## config.mk

```make
export PLATFORM = sky130hd
export DESIGN_NAME = irq_one_flags
export DESIGN_NICKNAME = d
export VERILOG_FILES = /design/src/core/irq_one_flags.v /design/src/core/level_edge_catch.v
export VERILOG_INCLUDE_DIRS = /design/src /design/src/core
export SDC_FILE = /design/constraint.sdc
export NUM_CORES = 1
export LEC_CHECK = 0
export BUFFER_PORTS_ARGS = -buffer_cell sky130_fd_sc_hd__clkbuf_2
export CAP_MARGIN = 20
export CELL_PAD_IN_SITES_DETAIL_PLACEMENT = 1
export CELL_PAD_IN_SITES_GLOBAL_PLACEMENT = 1
export CORE_UTILIZATION = 41
export DETAILED_ROUTE_END_ITERATION = 10
export GPL_ROUTABILITY_DRIVEN = 1
export PLACE_DENSITY = 0.89
export SLEW_MARGIN = 20
export SYNTH_ARGS = -nofsm -noshare
export SYNTH_HDL_FRONTEND = slang
export SYNTH_SLANG_ARGS = --single-unit
```

## constraint.sdc

```tcl
create_clock -name clk_sys_in -period 2.55 [get_ports clk_sys_in]
set_input_delay 0.51 -clock clk_sys_in [delete_from_list [all_inputs] [get_ports clk_sys_in]]
set_output_delay 0.51 -clock clk_sys_in [all_outputs]
set_load 0.02 [all_outputs]
```

## src/core/irq_one_map.vh

```
// register map, field positions and reset values of the irq one flag block
`ifndef IRQ_ONE_MAP_VH
`define IRQ_ONE_MAP_VH

// ----------------------------------------------------------------
// register indices (byte address is four times the index)
// ----------------------------------------------------------------
`define IDX_SYSTEM_EVENTS 14'h1800
`define IDX_CLOCK_EVENTS 14'h1801
`define IDX_ACCESSORY_EVENTS 14'h1805
`define IDX_JACK_CLAMP_EVENTS 14'h1806
`define IDX_SYSTEM_MASK 14'h1840
`define IDX_CLOCK_MASK 14'h1841
`define IDX_ACCESSORY_MASK 14'h1845
`define IDX_JACK_CLAMP_MASK 14'h1846
`define IDX_RAW_LEVELS 14'h1880
`define IDX_REQUEST_CONTROL 14'h1890

// ----------------------------------------------------------------
// implemented bits of each event word, and mask reset values
// ----------------------------------------------------------------
`define SYSTEM_VALID 16'h1280
`define CLOCK_VALID 16'h7360
`define ACCESSORY_VALID 16'h0301
`define JACK_CLAMP_VALID 16'h0F3F
`define SYSTEM_MASK_RESET 16'h1200
`define CLOCK_MASK_RESET 16'h7360
`define ACCESSORY_MASK_RESET 16'h0301
`define JACK_CLAMP_MASK_RESET 16'h0F3F
`define EVENTS_RESET 16'h0000
`define CONTROL_RESET 2'h0

// ----------------------------------------------------------------
// event bit positions
// ----------------------------------------------------------------
`define BIT_HOST_PORT_FAULT 12
`define BIT_MAIN_CLOCK_FAIL 9
`define BIT_BOOT_COMPLETE 7
`define BIT_PROCESSOR_CLOCK_FAULT 14
`define BIT_SECOND_CLOCK_FAULT 13
`define BIT_MAIN_CLOCK_FAULT 12
`define BIT_LOOP_TWO_LOCK 9
`define BIT_LOOP_ONE_LOCK 8
`define BIT_LOOP_TWO_REF_MISSING 6
`define BIT_LOOP_ONE_REF_MISSING 5
`define BIT_ACCESSORY_TWO_DETECT 9
`define BIT_ACCESSORY_ONE_DETECT 8
`define BIT_HEADPHONE_SENSE 0
`define BIT_JACK_ONE_RISE 0
`define BIT_JACK_ONE_FALL 1
`define BIT_JACK_TWO_RISE 2
`define BIT_JACK_TWO_FALL 3
`define BIT_CLAMP_ONE_RISE 4
`define BIT_CLAMP_ONE_FALL 5
`define BIT_JACK_THREE_RISE 8
`define BIT_JACK_THREE_FALL 9
`define BIT_CLAMP_TWO_RISE 10
`define BIT_CLAMP_TWO_FALL 11

// ----------------------------------------------------------------
// request control fields and synchronised level positions
// ----------------------------------------------------------------
`define CTRL_POLARITY 0
`define CTRL_GLOBAL_MASK 1
`define LEVEL_COUNT 15
`define LVL_HOST_PORT_FAULT 0
`define LVL_MAIN_CLOCK_FAIL 1
`define LVL_BOOT_COMPLETE 2
`define LVL_PROCESSOR_CLOCK_FAULT 3
`define LVL_SECOND_CLOCK_FAULT 4
`define LVL_MAIN_CLOCK_FAULT 5
`define LVL_LOOP_TWO_LOCK 6
`define LVL_LOOP_ONE_LOCK 7
`define LVL_LOOP_TWO_REF_MISSING 8
`define LVL_LOOP_ONE_REF_MISSING 9
`define LVL_HEADPHONE_SENSE 10
`define LVL_JACK_ONE 11
`define LVL_JACK_TWO 12
`define LVL_JACK_THREE 13
`define LVL_CLAMP_ONE 14
`define LVL_CLAMP_TWO 15
`define ARM_DONE 2'h3

`endif

```

## src/core/irq_one_flags.v

```verilog
// first interrupt request: latched event flags, masks and request pin
//
// Operation
// - every flag stays set until software writes a one to its bit.
// - word 0x1800 bit 12 sets on a rising host port fault.
// - word 0x1800 bit 9 sets only on a rising main clock fail.
// - word 0x1800 bit 7 sets on a rising boot complete indication.
// - word 0x1801 bits 14, 13, 12 set on rising clock faults.
// - word 0x1801 bits 9 and 8 set on either edge of loop lock.
// - word 0x1801 bits 6 and 5 set only on rising reference loss.
// - word 0x1805 bits 9 and 8 set on each accessory detect event.
// - word 0x1805 bit 0 sets on rising headphone sense completion.
// - word 0x1806 jack rise/fall flags sit at bits 0/1, 2/3, 8/9.
// - clamp one flags at bits 4/5 and clamp two at bits 10/11.
// - the request is the or of all unmasked flags until every one is cleared, unless the global mask bit is set.
// - a masked input neither sets its flag nor drives the request.
// - after reset only boot complete is unmasked.
// - the request pin is active low by default.
//
// Local design decision: the Avalon-MM interface to the registers.
`timescale 1ns/1ps
`include "irq_one_map.vh"

module irq_one_flags (
    // clock and reset
    input wire clk_sys_in,
    input wire reset_in,
    // avalon-mm slave
    input wire [15:0] address_in,
    input wire read_in,
    input wire write_in,
    input wire [3:0] byteenable_in,
    input wire [31:0] writedata_in,
    output wire [31:0] readdata_out,
    output wire waitrequest_out,
    // system and clock condition levels
    input wire host_port_fault_in,
    input wire main_clock_fail_in,
    input wire boot_complete_in,
    input wire processor_clock_fault_in,
    input wire second_clock_fault_in,
    input wire main_clock_fault_in,
    // loop status levels
    input wire loop_two_lock_in,
    input wire loop_one_lock_in,
    input wire loop_two_ref_missing_in,
    input wire loop_one_ref_missing_in,
    // accessory detector event strobes, same clock domain
    input wire accessory_two_detect_in,
    input wire accessory_one_detect_in,
    // headphone, jack and clamp levels
    input wire headphone_sense_in,
    input wire jack_one_in,
    input wire jack_two_in,
    input wire jack_three_in,
    input wire clamp_one_in,
    input wire clamp_two_in,
    // interrupt outputs
    output wire irq_out,
    output wire first_request_output_n_out
);

    // ----------------------------------------------------------------
    // helper functions
    // ----------------------------------------------------------------
    // byte lanes 0 and 1 carry the 16-bit register data
    function [15:0] lane_mask;
        input [3:0] be;
        begin
            lane_mask = {{8{be[1]}}, {8{be[0]}}};
        end
    endfunction

    // hardware set beats software clear in the same cycle
    function [15:0] flag_next;
        input [15:0] cur;
        input [15:0] clr;
        input [15:0] set;
        input [15:0] msk;
        input [15:0] valid;
        begin
            flag_next = ((cur & ~clr) | (set & ~msk)) & valid;
        end
    endfunction

    // ----------------------------------------------------------------
    // state
    // ----------------------------------------------------------------
    reg [15:0] system_events_reg;
    reg [15:0] clock_events_reg;
    reg [15:0] accessory_events_reg;
    reg [15:0] jack_clamp_events_reg;
    reg [15:0] system_mask_reg;
    reg [15:0] clock_mask_reg;
    reg [15:0] accessory_mask_reg;
    reg [15:0] jack_clamp_mask_reg;
    reg [1:0] control_reg;
    reg [31:0] readdata_reg;
    reg waitrequest_reg;
    reg irq_reg;
    reg pin_n_reg;
    reg acc_two_reg;
    reg acc_one_reg;

    reg [15:0] system_set_next;
    reg [15:0] clock_set_next;
    reg [15:0] accessory_set_next;
    reg [15:0] jack_clamp_set_next;
    reg [31:0] readdata_next;
    reg hit_next;

    wire [15:0] raw_levels;
    wire [15:0] lvl;
    wire [15:0] rise;
    wire [15:0] fall;
    wire [13:0] word_idx;
    wire write_commit;
    wire [15:0] wr_bits;
    wire [15:0] pending;
    wire irq_next;

    // ----------------------------------------------------------------
    // input sampling
    // ----------------------------------------------------------------
    // one slot per level, in the same order as the raw level word
    assign raw_levels = {
        clamp_two_in, clamp_one_in, jack_three_in, jack_two_in,
        jack_one_in, headphone_sense_in, loop_one_ref_missing_in,
        loop_two_ref_missing_in, loop_one_lock_in, loop_two_lock_in,
        main_clock_fault_in, second_clock_fault_in,
        processor_clock_fault_in, boot_complete_in,
        main_clock_fail_in, host_port_fault_in};

    level_edge_catch #(
        .WIDTH(16)
    ) u_edges (
        .clk_sys_in(clk_sys_in),
        .reset_in(reset_in),
        .level_in(raw_levels),
        .level_out(lvl),
        .rise_out(rise),
        .fall_out(fall)
    );

    // detector strobes come from local logic; one flop registers them, one cycle
    // ahead of the edge strobes, without any synchroniser delay needed
    always @(posedge clk_sys_in) begin
        if (reset_in) begin
            acc_two_reg <= 1'b0;
            acc_one_reg <= 1'b0;
        end else begin
            acc_two_reg <= accessory_two_detect_in;
            acc_one_reg <= accessory_one_detect_in;
        end
    end

    // ----------------------------------------------------------------
    // event set vectors
    // ----------------------------------------------------------------
    always @* begin
        system_set_next = 16'h0000;
        clock_set_next = 16'h0000;
        accessory_set_next = 16'h0000;
        jack_clamp_set_next = 16'h0000;
        system_set_next[`BIT_HOST_PORT_FAULT] =
            rise[`LVL_HOST_PORT_FAULT];
        system_set_next[`BIT_MAIN_CLOCK_FAIL] =
            rise[`LVL_MAIN_CLOCK_FAIL];
        system_set_next[`BIT_BOOT_COMPLETE] =
            rise[`LVL_BOOT_COMPLETE];
        clock_set_next[`BIT_PROCESSOR_CLOCK_FAULT] =
            rise[`LVL_PROCESSOR_CLOCK_FAULT];
        clock_set_next[`BIT_SECOND_CLOCK_FAULT] =
            rise[`LVL_SECOND_CLOCK_FAULT];
        clock_set_next[`BIT_MAIN_CLOCK_FAULT] =
            rise[`LVL_MAIN_CLOCK_FAULT];
        clock_set_next[`BIT_LOOP_TWO_LOCK] =
            rise[`LVL_LOOP_TWO_LOCK] | fall[`LVL_LOOP_TWO_LOCK];
        clock_set_next[`BIT_LOOP_ONE_LOCK] =
            rise[`LVL_LOOP_ONE_LOCK] | fall[`LVL_LOOP_ONE_LOCK];
        clock_set_next[`BIT_LOOP_TWO_REF_MISSING] =
            rise[`LVL_LOOP_TWO_REF_MISSING];
        clock_set_next[`BIT_LOOP_ONE_REF_MISSING] =
            rise[`LVL_LOOP_ONE_REF_MISSING];
        accessory_set_next[`BIT_ACCESSORY_TWO_DETECT] = acc_two_reg;
        accessory_set_next[`BIT_ACCESSORY_ONE_DETECT] = acc_one_reg;
        accessory_set_next[`BIT_HEADPHONE_SENSE] =
            rise[`LVL_HEADPHONE_SENSE];
        jack_clamp_set_next[`BIT_JACK_ONE_RISE] =
            rise[`LVL_JACK_ONE];
        jack_clamp_set_next[`BIT_JACK_ONE_FALL] =
            fall[`LVL_JACK_ONE];
        jack_clamp_set_next[`BIT_JACK_TWO_RISE] =
            rise[`LVL_JACK_TWO];
        jack_clamp_set_next[`BIT_JACK_TWO_FALL] =
            fall[`LVL_JACK_TWO];
        jack_clamp_set_next[`BIT_JACK_THREE_RISE] =
            rise[`LVL_JACK_THREE];
        jack_clamp_set_next[`BIT_JACK_THREE_FALL] =
            fall[`LVL_JACK_THREE];
        jack_clamp_set_next[`BIT_CLAMP_ONE_RISE] =
            rise[`LVL_CLAMP_ONE];
        jack_clamp_set_next[`BIT_CLAMP_ONE_FALL] =
            fall[`LVL_CLAMP_ONE];
        jack_clamp_set_next[`BIT_CLAMP_TWO_RISE] =
            rise[`LVL_CLAMP_TWO];
        jack_clamp_set_next[`BIT_CLAMP_TWO_FALL] =
            fall[`LVL_CLAMP_TWO];
    end

    // ----------------------------------------------------------------
    // bus decode
    // ----------------------------------------------------------------
    // a write lands only at the edge where waitrequest is seen low
    assign word_idx = address_in[15:2];
    assign write_commit = write_in & ~waitrequest_reg;
    assign wr_bits = writedata_in[15:0] & lane_mask(byteenable_in);

    // read mux; unmapped words answer zero
    always @* begin
        readdata_next = 32'h00000000;
        hit_next = 1'b1;
        case (word_idx)
            `IDX_SYSTEM_EVENTS: readdata_next[15:0] = system_events_reg;
            `IDX_CLOCK_EVENTS: readdata_next[15:0] = clock_events_reg;
            `IDX_ACCESSORY_EVENTS: begin
                readdata_next[15:0] = accessory_events_reg;
            end
            `IDX_JACK_CLAMP_EVENTS: begin
                readdata_next[15:0] = jack_clamp_events_reg;
            end
            `IDX_SYSTEM_MASK: readdata_next[15:0] = system_mask_reg;
            `IDX_CLOCK_MASK: readdata_next[15:0] = clock_mask_reg;
            `IDX_ACCESSORY_MASK: readdata_next[15:0] = accessory_mask_reg;
            `IDX_JACK_CLAMP_MASK: begin
                readdata_next[15:0] = jack_clamp_mask_reg;
            end
            `IDX_RAW_LEVELS: readdata_next[15:0] = lvl;
            `IDX_REQUEST_CONTROL: readdata_next[1:0] = control_reg;
            default: hit_next = 1'b0;
        endcase
    end

    // ----------------------------------------------------------------
    // avalon handshake: one wait cycle, then a one-cycle answer
    // ----------------------------------------------------------------
    // waitrequest idles high so no request completes without decode
    always @(posedge clk_sys_in) begin
        if (reset_in) begin
            waitrequest_reg <= 1'b1;
            readdata_reg <= 32'h00000000;
        end else if (!waitrequest_reg) begin
            waitrequest_reg <= 1'b1;
        end else if (read_in || write_in) begin
            waitrequest_reg <= 1'b0;
            readdata_reg <= (read_in && hit_next) ?
                readdata_next : 32'h00000000;
        end
    end

    // ----------------------------------------------------------------
    // latched event words
    // ----------------------------------------------------------------
    always @(posedge clk_sys_in) begin
        if (reset_in) begin
            system_events_reg <= `EVENTS_RESET;
            clock_events_reg <= `EVENTS_RESET;
            accessory_events_reg <= `EVENTS_RESET;
            jack_clamp_events_reg <= `EVENTS_RESET;
        end else begin
            system_events_reg <= flag_next(system_events_reg,
                (write_commit && word_idx == `IDX_SYSTEM_EVENTS) ?
                wr_bits : 16'h0000, system_set_next,
                system_mask_reg, `SYSTEM_VALID);
            clock_events_reg <= flag_next(clock_events_reg,
                (write_commit && word_idx == `IDX_CLOCK_EVENTS) ?
                wr_bits : 16'h0000, clock_set_next,
                clock_mask_reg, `CLOCK_VALID);
            accessory_events_reg <= flag_next(accessory_events_reg,
                (write_commit && word_idx == `IDX_ACCESSORY_EVENTS) ?
                wr_bits : 16'h0000, accessory_set_next,
                accessory_mask_reg, `ACCESSORY_VALID);
            jack_clamp_events_reg <= flag_next(jack_clamp_events_reg,
                (write_commit && word_idx == `IDX_JACK_CLAMP_EVENTS) ?
                wr_bits : 16'h0000, jack_clamp_set_next,
                jack_clamp_mask_reg, `JACK_CLAMP_VALID);
        end
    end

    // ----------------------------------------------------------------
    // masks and request control
    // ----------------------------------------------------------------
    // byte lanes not enabled keep their old mask bits
    always @(posedge clk_sys_in) begin
        if (reset_in) begin
            system_mask_reg <= `SYSTEM_MASK_RESET;
            clock_mask_reg <= `CLOCK_MASK_RESET;
            accessory_mask_reg <= `ACCESSORY_MASK_RESET;
            jack_clamp_mask_reg <= `JACK_CLAMP_MASK_RESET;
            control_reg <= `CONTROL_RESET;
        end else if (write_commit) begin
            case (word_idx)
                `IDX_SYSTEM_MASK: begin
                    system_mask_reg <= ((system_mask_reg &
                        ~lane_mask(byteenable_in)) | wr_bits) &
                        `SYSTEM_VALID;
                end
                `IDX_CLOCK_MASK: begin
                    clock_mask_reg <= ((clock_mask_reg &
                        ~lane_mask(byteenable_in)) | wr_bits) &
                        `CLOCK_VALID;
                end
                `IDX_ACCESSORY_MASK: begin
                    accessory_mask_reg <= ((accessory_mask_reg &
                        ~lane_mask(byteenable_in)) | wr_bits) &
                        `ACCESSORY_VALID;
                end
                `IDX_JACK_CLAMP_MASK: begin
                    jack_clamp_mask_reg <= ((jack_clamp_mask_reg &
                        ~lane_mask(byteenable_in)) | wr_bits) &
                        `JACK_CLAMP_VALID;
                end
                `IDX_REQUEST_CONTROL: begin
                    if (byteenable_in[0]) begin
                        control_reg <= writedata_in[1:0];
                    end
                end
                default: begin
                end
            endcase
        end
    end

    // ----------------------------------------------------------------
    // request outputs
    // ----------------------------------------------------------------
    // a flag unmasked later still counts; masking hides it again
    assign pending = (system_events_reg & ~system_mask_reg) |
        (clock_events_reg & ~clock_mask_reg) |
        (accessory_events_reg & ~accessory_mask_reg) |
        (jack_clamp_events_reg & ~jack_clamp_mask_reg);
    assign irq_next = (|pending) &
        ~control_reg[`CTRL_GLOBAL_MASK];

    // pin idles high after reset; polarity bit inverts it
    always @(posedge clk_sys_in) begin
        if (reset_in) begin
            irq_reg <= 1'b0;
            pin_n_reg <= 1'b1;
        end else begin
            irq_reg <= irq_next;
            pin_n_reg <= ~(irq_next ^
                control_reg[`CTRL_POLARITY]);
        end
    end

    assign irq_out = irq_reg;
    assign first_request_output_n_out = pin_n_reg;
    assign readdata_out = readdata_reg;
    assign waitrequest_out = waitrequest_reg;

endmodule // irq_one_flags

```

## src/core/level_edge_catch.v

```verilog
// two-stage synchroniser with rising and falling edge detection
`timescale 1ns/1ps
`include "irq_one_map.vh"

module level_edge_catch #(
    parameter WIDTH = 16
) (
    // clock and reset
    input wire clk_sys_in,
    input wire reset_in,
    // raw levels from outside the clock domain
    input wire [WIDTH-1:0] level_in,
    // synchronised level and edge strobes
    output wire [WIDTH-1:0] level_out,
    output wire [WIDTH-1:0] rise_out,
    output wire [WIDTH-1:0] fall_out
);

    reg [WIDTH-1:0] meta_reg;
    reg [WIDTH-1:0] sync_reg;
    reg [WIDTH-1:0] prev_reg;
    reg [1:0] arm_reg;

    // ----------------------------------------------------------------
    // sampling chain
    // ----------------------------------------------------------------
    // meta_reg feeds sync_reg only; edges compare the two later stages
    always @(posedge clk_sys_in) begin
        if (reset_in) begin
            meta_reg <= {WIDTH{1'b0}};
            sync_reg <= {WIDTH{1'b0}};
            prev_reg <= {WIDTH{1'b0}};
            arm_reg <= 2'h0;
        end else begin
            meta_reg <= level_in;
            sync_reg <= meta_reg;
            prev_reg <= sync_reg;
            if (arm_reg != `ARM_DONE) begin
                arm_reg <= arm_reg + 2'h1;
            end
        end
    end

    // edges held off until the chain is full, so a level high at
    // reset release does not look like a fresh edge
    assign level_out = sync_reg;
    assign rise_out = (arm_reg == `ARM_DONE) ?
        (sync_reg & ~prev_reg) : {WIDTH{1'b0}};
    assign fall_out = (arm_reg == `ARM_DONE) ?
        (~sync_reg & prev_reg) : {WIDTH{1'b0}};

endmodule // level_edge_catch

```

==> results by group <==
Outcome
  – Status: finished, final reports clean

Logic synthesis
  – Yosys warns: 0
  – Post-Synth XOR/XNOR Area: 0.00507
  – Mux cell area share after synthesis: 0.0278
  – Syn avg cell area: slightly above 9 um2
  – Synthesized flop and latch total: between 100 and 150
  – Post-Synth Simple-Gate Area: 0.247
  – Ys async rst share: 0
  – Synth cell types: 65
  – Main flop type after synthesis: dfxtp_1
  – Synth Area in Compound Gates: 0.180
  – Cells after synthesis: 565
  – Largest family of logic cells by synthesized area: simple AND/OR/NAND/NOR gates
  – Synth Area in Adders: 0.00242
  – Number of enable flip-flop cells after synthesis: 0
  – Post-Syn Area: ~5200 um2
  – Seq/Total Area, Yosys: 0.460

Die
  – Width of the die: 114 um
  – Die Y: roughly 110 um
  – Row count: 40
  – Die ar.: approximately 13000 um2
  – Io pins: around 110
  – Initial Util: 0.426
  – Core Area: 12200 um2

Critical path
  – Critical Path Source: address_in[11]
  – Worst EP required: between 2 and 3 ns
  – CP Max Fanout: 8
  – Worst setup SP type: input port
  – Crit. End Element: flip-flop
  – Crit path arrival time: 2.32 ns
  – Type of the worst setup path: input port to flip-flop
  – Reg2Reg Setup Slack: 0.59 ns
  – Worst r2r dst: first_request_output_n_out
  – R2R cell count: 5

Placed design
  – Gpl congestion: 0.972
  – Dpl hpwl: ~12000 um
  – Number of port buffers: between 70 and 80
  – DP Area: around 5700 um2

Route
  – DRT iter0 DRCs: 419
  – # DRC: 0
  – Detailed Route WL: 16700 um
  – Vias per cell: 5.61
  – Routed length per instance: between 20 and 25 um
  – Vias: between 4000 and 5000
  – Routed Antenna Nets: 0
  – Drt pass-1 iters: 5

Timing
  – Slew Limit Fails: 0
  – Final period utilization: 0.787
  – Setup_tns: 0 ns
  – RSZ-0062 raised after global routing: no
  – Worst hold slack: roughly 0.3 ns
  – Final setup violation count: 0
  – Relative slew slack: 0.543
  – Clock Skew: ~0.009 ns
  – Worst-Margin Slew: 0.668 ns
  – Hold Vio Cnt, Final: 0
  – Fmax: 498 MHz
  – Final min period: around 2 ns

Final layout
  – Diodes inserted: 0
  – Final nets: 721
  – Layout cell share with drive strength beyond 1: 0.216
  – Final std cell area, no fill: between 6000 and 7000 um2
  – Area Overhead vs Synth: 22.5%

Global route
  – Total track usage: 0.270
  – Gr ovfl total: 0
  – Initial antenna violation count: 0
  – Vias in the first global route: between 4000 and 5000
  – Largest net degree at the start of global routing: 101
  – First-pass GRT wire length: 26100 um

Min path
  – Cells on Worst Hold Path: 2
  – Min-Delay Endpoint: u_edges.meta_reg[8]
  – Hold WC Path Type: input port to flip-flop
  – Hold path start: loop_two_ref_missing_in

Power and ir drop
  – VDD IR-drop max: 545 uV
  – Leakage Power: approximately 0.0025 uW
  – PD cells: 731 nW/um2

Clock tree
  – Worst-Skew Late Latency: around 0.42 ns
  – Longest Clk Path Bufs: 2
  – Setup Fix Bufs, Post-CTS: 0
  – TritonCTS buffer count: 17
  – Root Driver: clkbuf_16
  – CTS hold repair buffers: 0
  – CTS Sinks: between 100 and 150
  – Clk pin slew, worst setup/hold paths: approximately 0.060 ns
  – Cts repair resizes: 0
  – Htree depth: 4
  – CTS tree: built

Job
  – Max-Cap Viols: 0
[placed cells by master, fill, tap and decap left out, types with 3 or more instances in the layout]
master     Yosys  layout
nor4_1         3       3
mux2i_1       11      11
o211ai_1       4       4
nand3b_1       5       5
a21oi_1       28      28
a22oi_1        7       7
conb_1         1      16
a32o_1         3       3
nor2b_1       63      63
nor4b_1        3       3
buf_4         17      26
bufinv_16      0       3
nor2_1        18      18
dfxtp_1      119     119
o21ai_0       43      43
xor2_1         3       3
clkbuf_2       1      70
nand2b_1      10      10
mux2_2         3       3
and3_1         3       3
nand2_1       51      51
clkbuf_16      0      17
a32oi_1        9       9
a22o_1         5       5
or4bb_1       15      15
clkbuf_8       0       3
inv_1         29      29
a211o_1       13      13
o22ai_1        3       3
a2bb2oi_1      5       5
nand4_1        4       4
clkinv_2       0       4
nand3_1       10      10
[through the flow]
step / std cells / worst slack [ns] / power (uW) / util
2_1_floorplan: 580 / 0.294 / 2140 / -
3_3_place_gp: 795 / 0.166 / 2230 / 0.473
3_5_place_dp: 795 / 0.143 / 2240 / 0.473
4_1_cts: 825 / 0.534 / 4660 / 0.522
5_1_grt: 825 / 0.455 / 4770 / 0.522
6_report: 825 / 0.543 / 4640 / 0.522
[report_power, final]
group	internal [uW]	switching [uW]	total [uW]
logic	107	177	284
clock network	1590	831	2420
registers	1900	27.1	1930
total	3600	1030	4640
[metal layers]
metal	vias up	wire (um)	track usage
met5	-	0	0
met4	0	708	0.133
met3	52	975	0.0603
met2	188	8180	0.467
met1	2267	6810	0.314
li1	2123	-	-
[area by class of cell]
type                       instances  area [um2]
multi-input combinational        380        2460
tap                              168         210
clock inverter                     9         125
sequential                       119        2380
clock buffer                      21         470
fill                            1439        5820
timing repair buffer              99         591
inverter                          29         109
[logic make-up after synthesis]
logic type               count (synthesis)
AO/OA/AOI/OAI                          139
XOR/XNOR                                 3
adder cells (fa/ha/maj)                  1
buffers and inverters                   81
flip-flops                             119
multiplexers                            14
other                                    1
AND/OR/NAND/NOR                        207
[worst max path at each step]
stage / end / slack, ns
6_report: flip-flop / 0.54
4_1_cts: flip-flop / 0.53
3_5_place_dp: flip-flop / 0.14
2_1_floorplan: flip-flop / 0.29
5_1_grt: flip-flop / 0.45
3_3_place_gp: flip-flop / 0.17
[critical path, stage by stage]
cell	delay (ns)
clkbuf_2	0.07
or4b_1	0.53
buf_4	0.21
nor3_4	0.26
and3_1	0.36
nor2b_1	0.10
a211o_1	0.27
[Yosys cell counts, drive strengths merged, types with 5 or more instances]
| cell type | number | area share |
|---|---|---|
| a32oi | 9 | 0.015 |
| nand2 | 51 | 0.037 |
| buf | 27 | 0.037 |
| a2bb2oi | 5 | 0.0085 |
| nor2b | 64 | 0.078 |
| inv | 29 | 0.021 |
| nand3 | 10 | 0.0097 |
| and3 | 5 | 0.0065 |
| a21oi | 28 | 0.027 |
| nor2 | 18 | 0.013 |
| clkbuf | 25 | 0.018 |
| nand3b | 5 | 0.0072 |
| dfxtp | 119 | 0.46 |
| mux2i | 11 | 0.021 |
| nor4b | 5 | 0.013 |
| o21ai | 43 | 0.042 |
| nand2b | 10 | 0.012 |
| a22o | 5 | 0.0085 |
| or4bb | 15 | 0.033 |
| a211o | 13 | 0.022 |
| a22oi | 7 | 0.010 |
No activity file was read; power rests on OpenSTA's default activity.
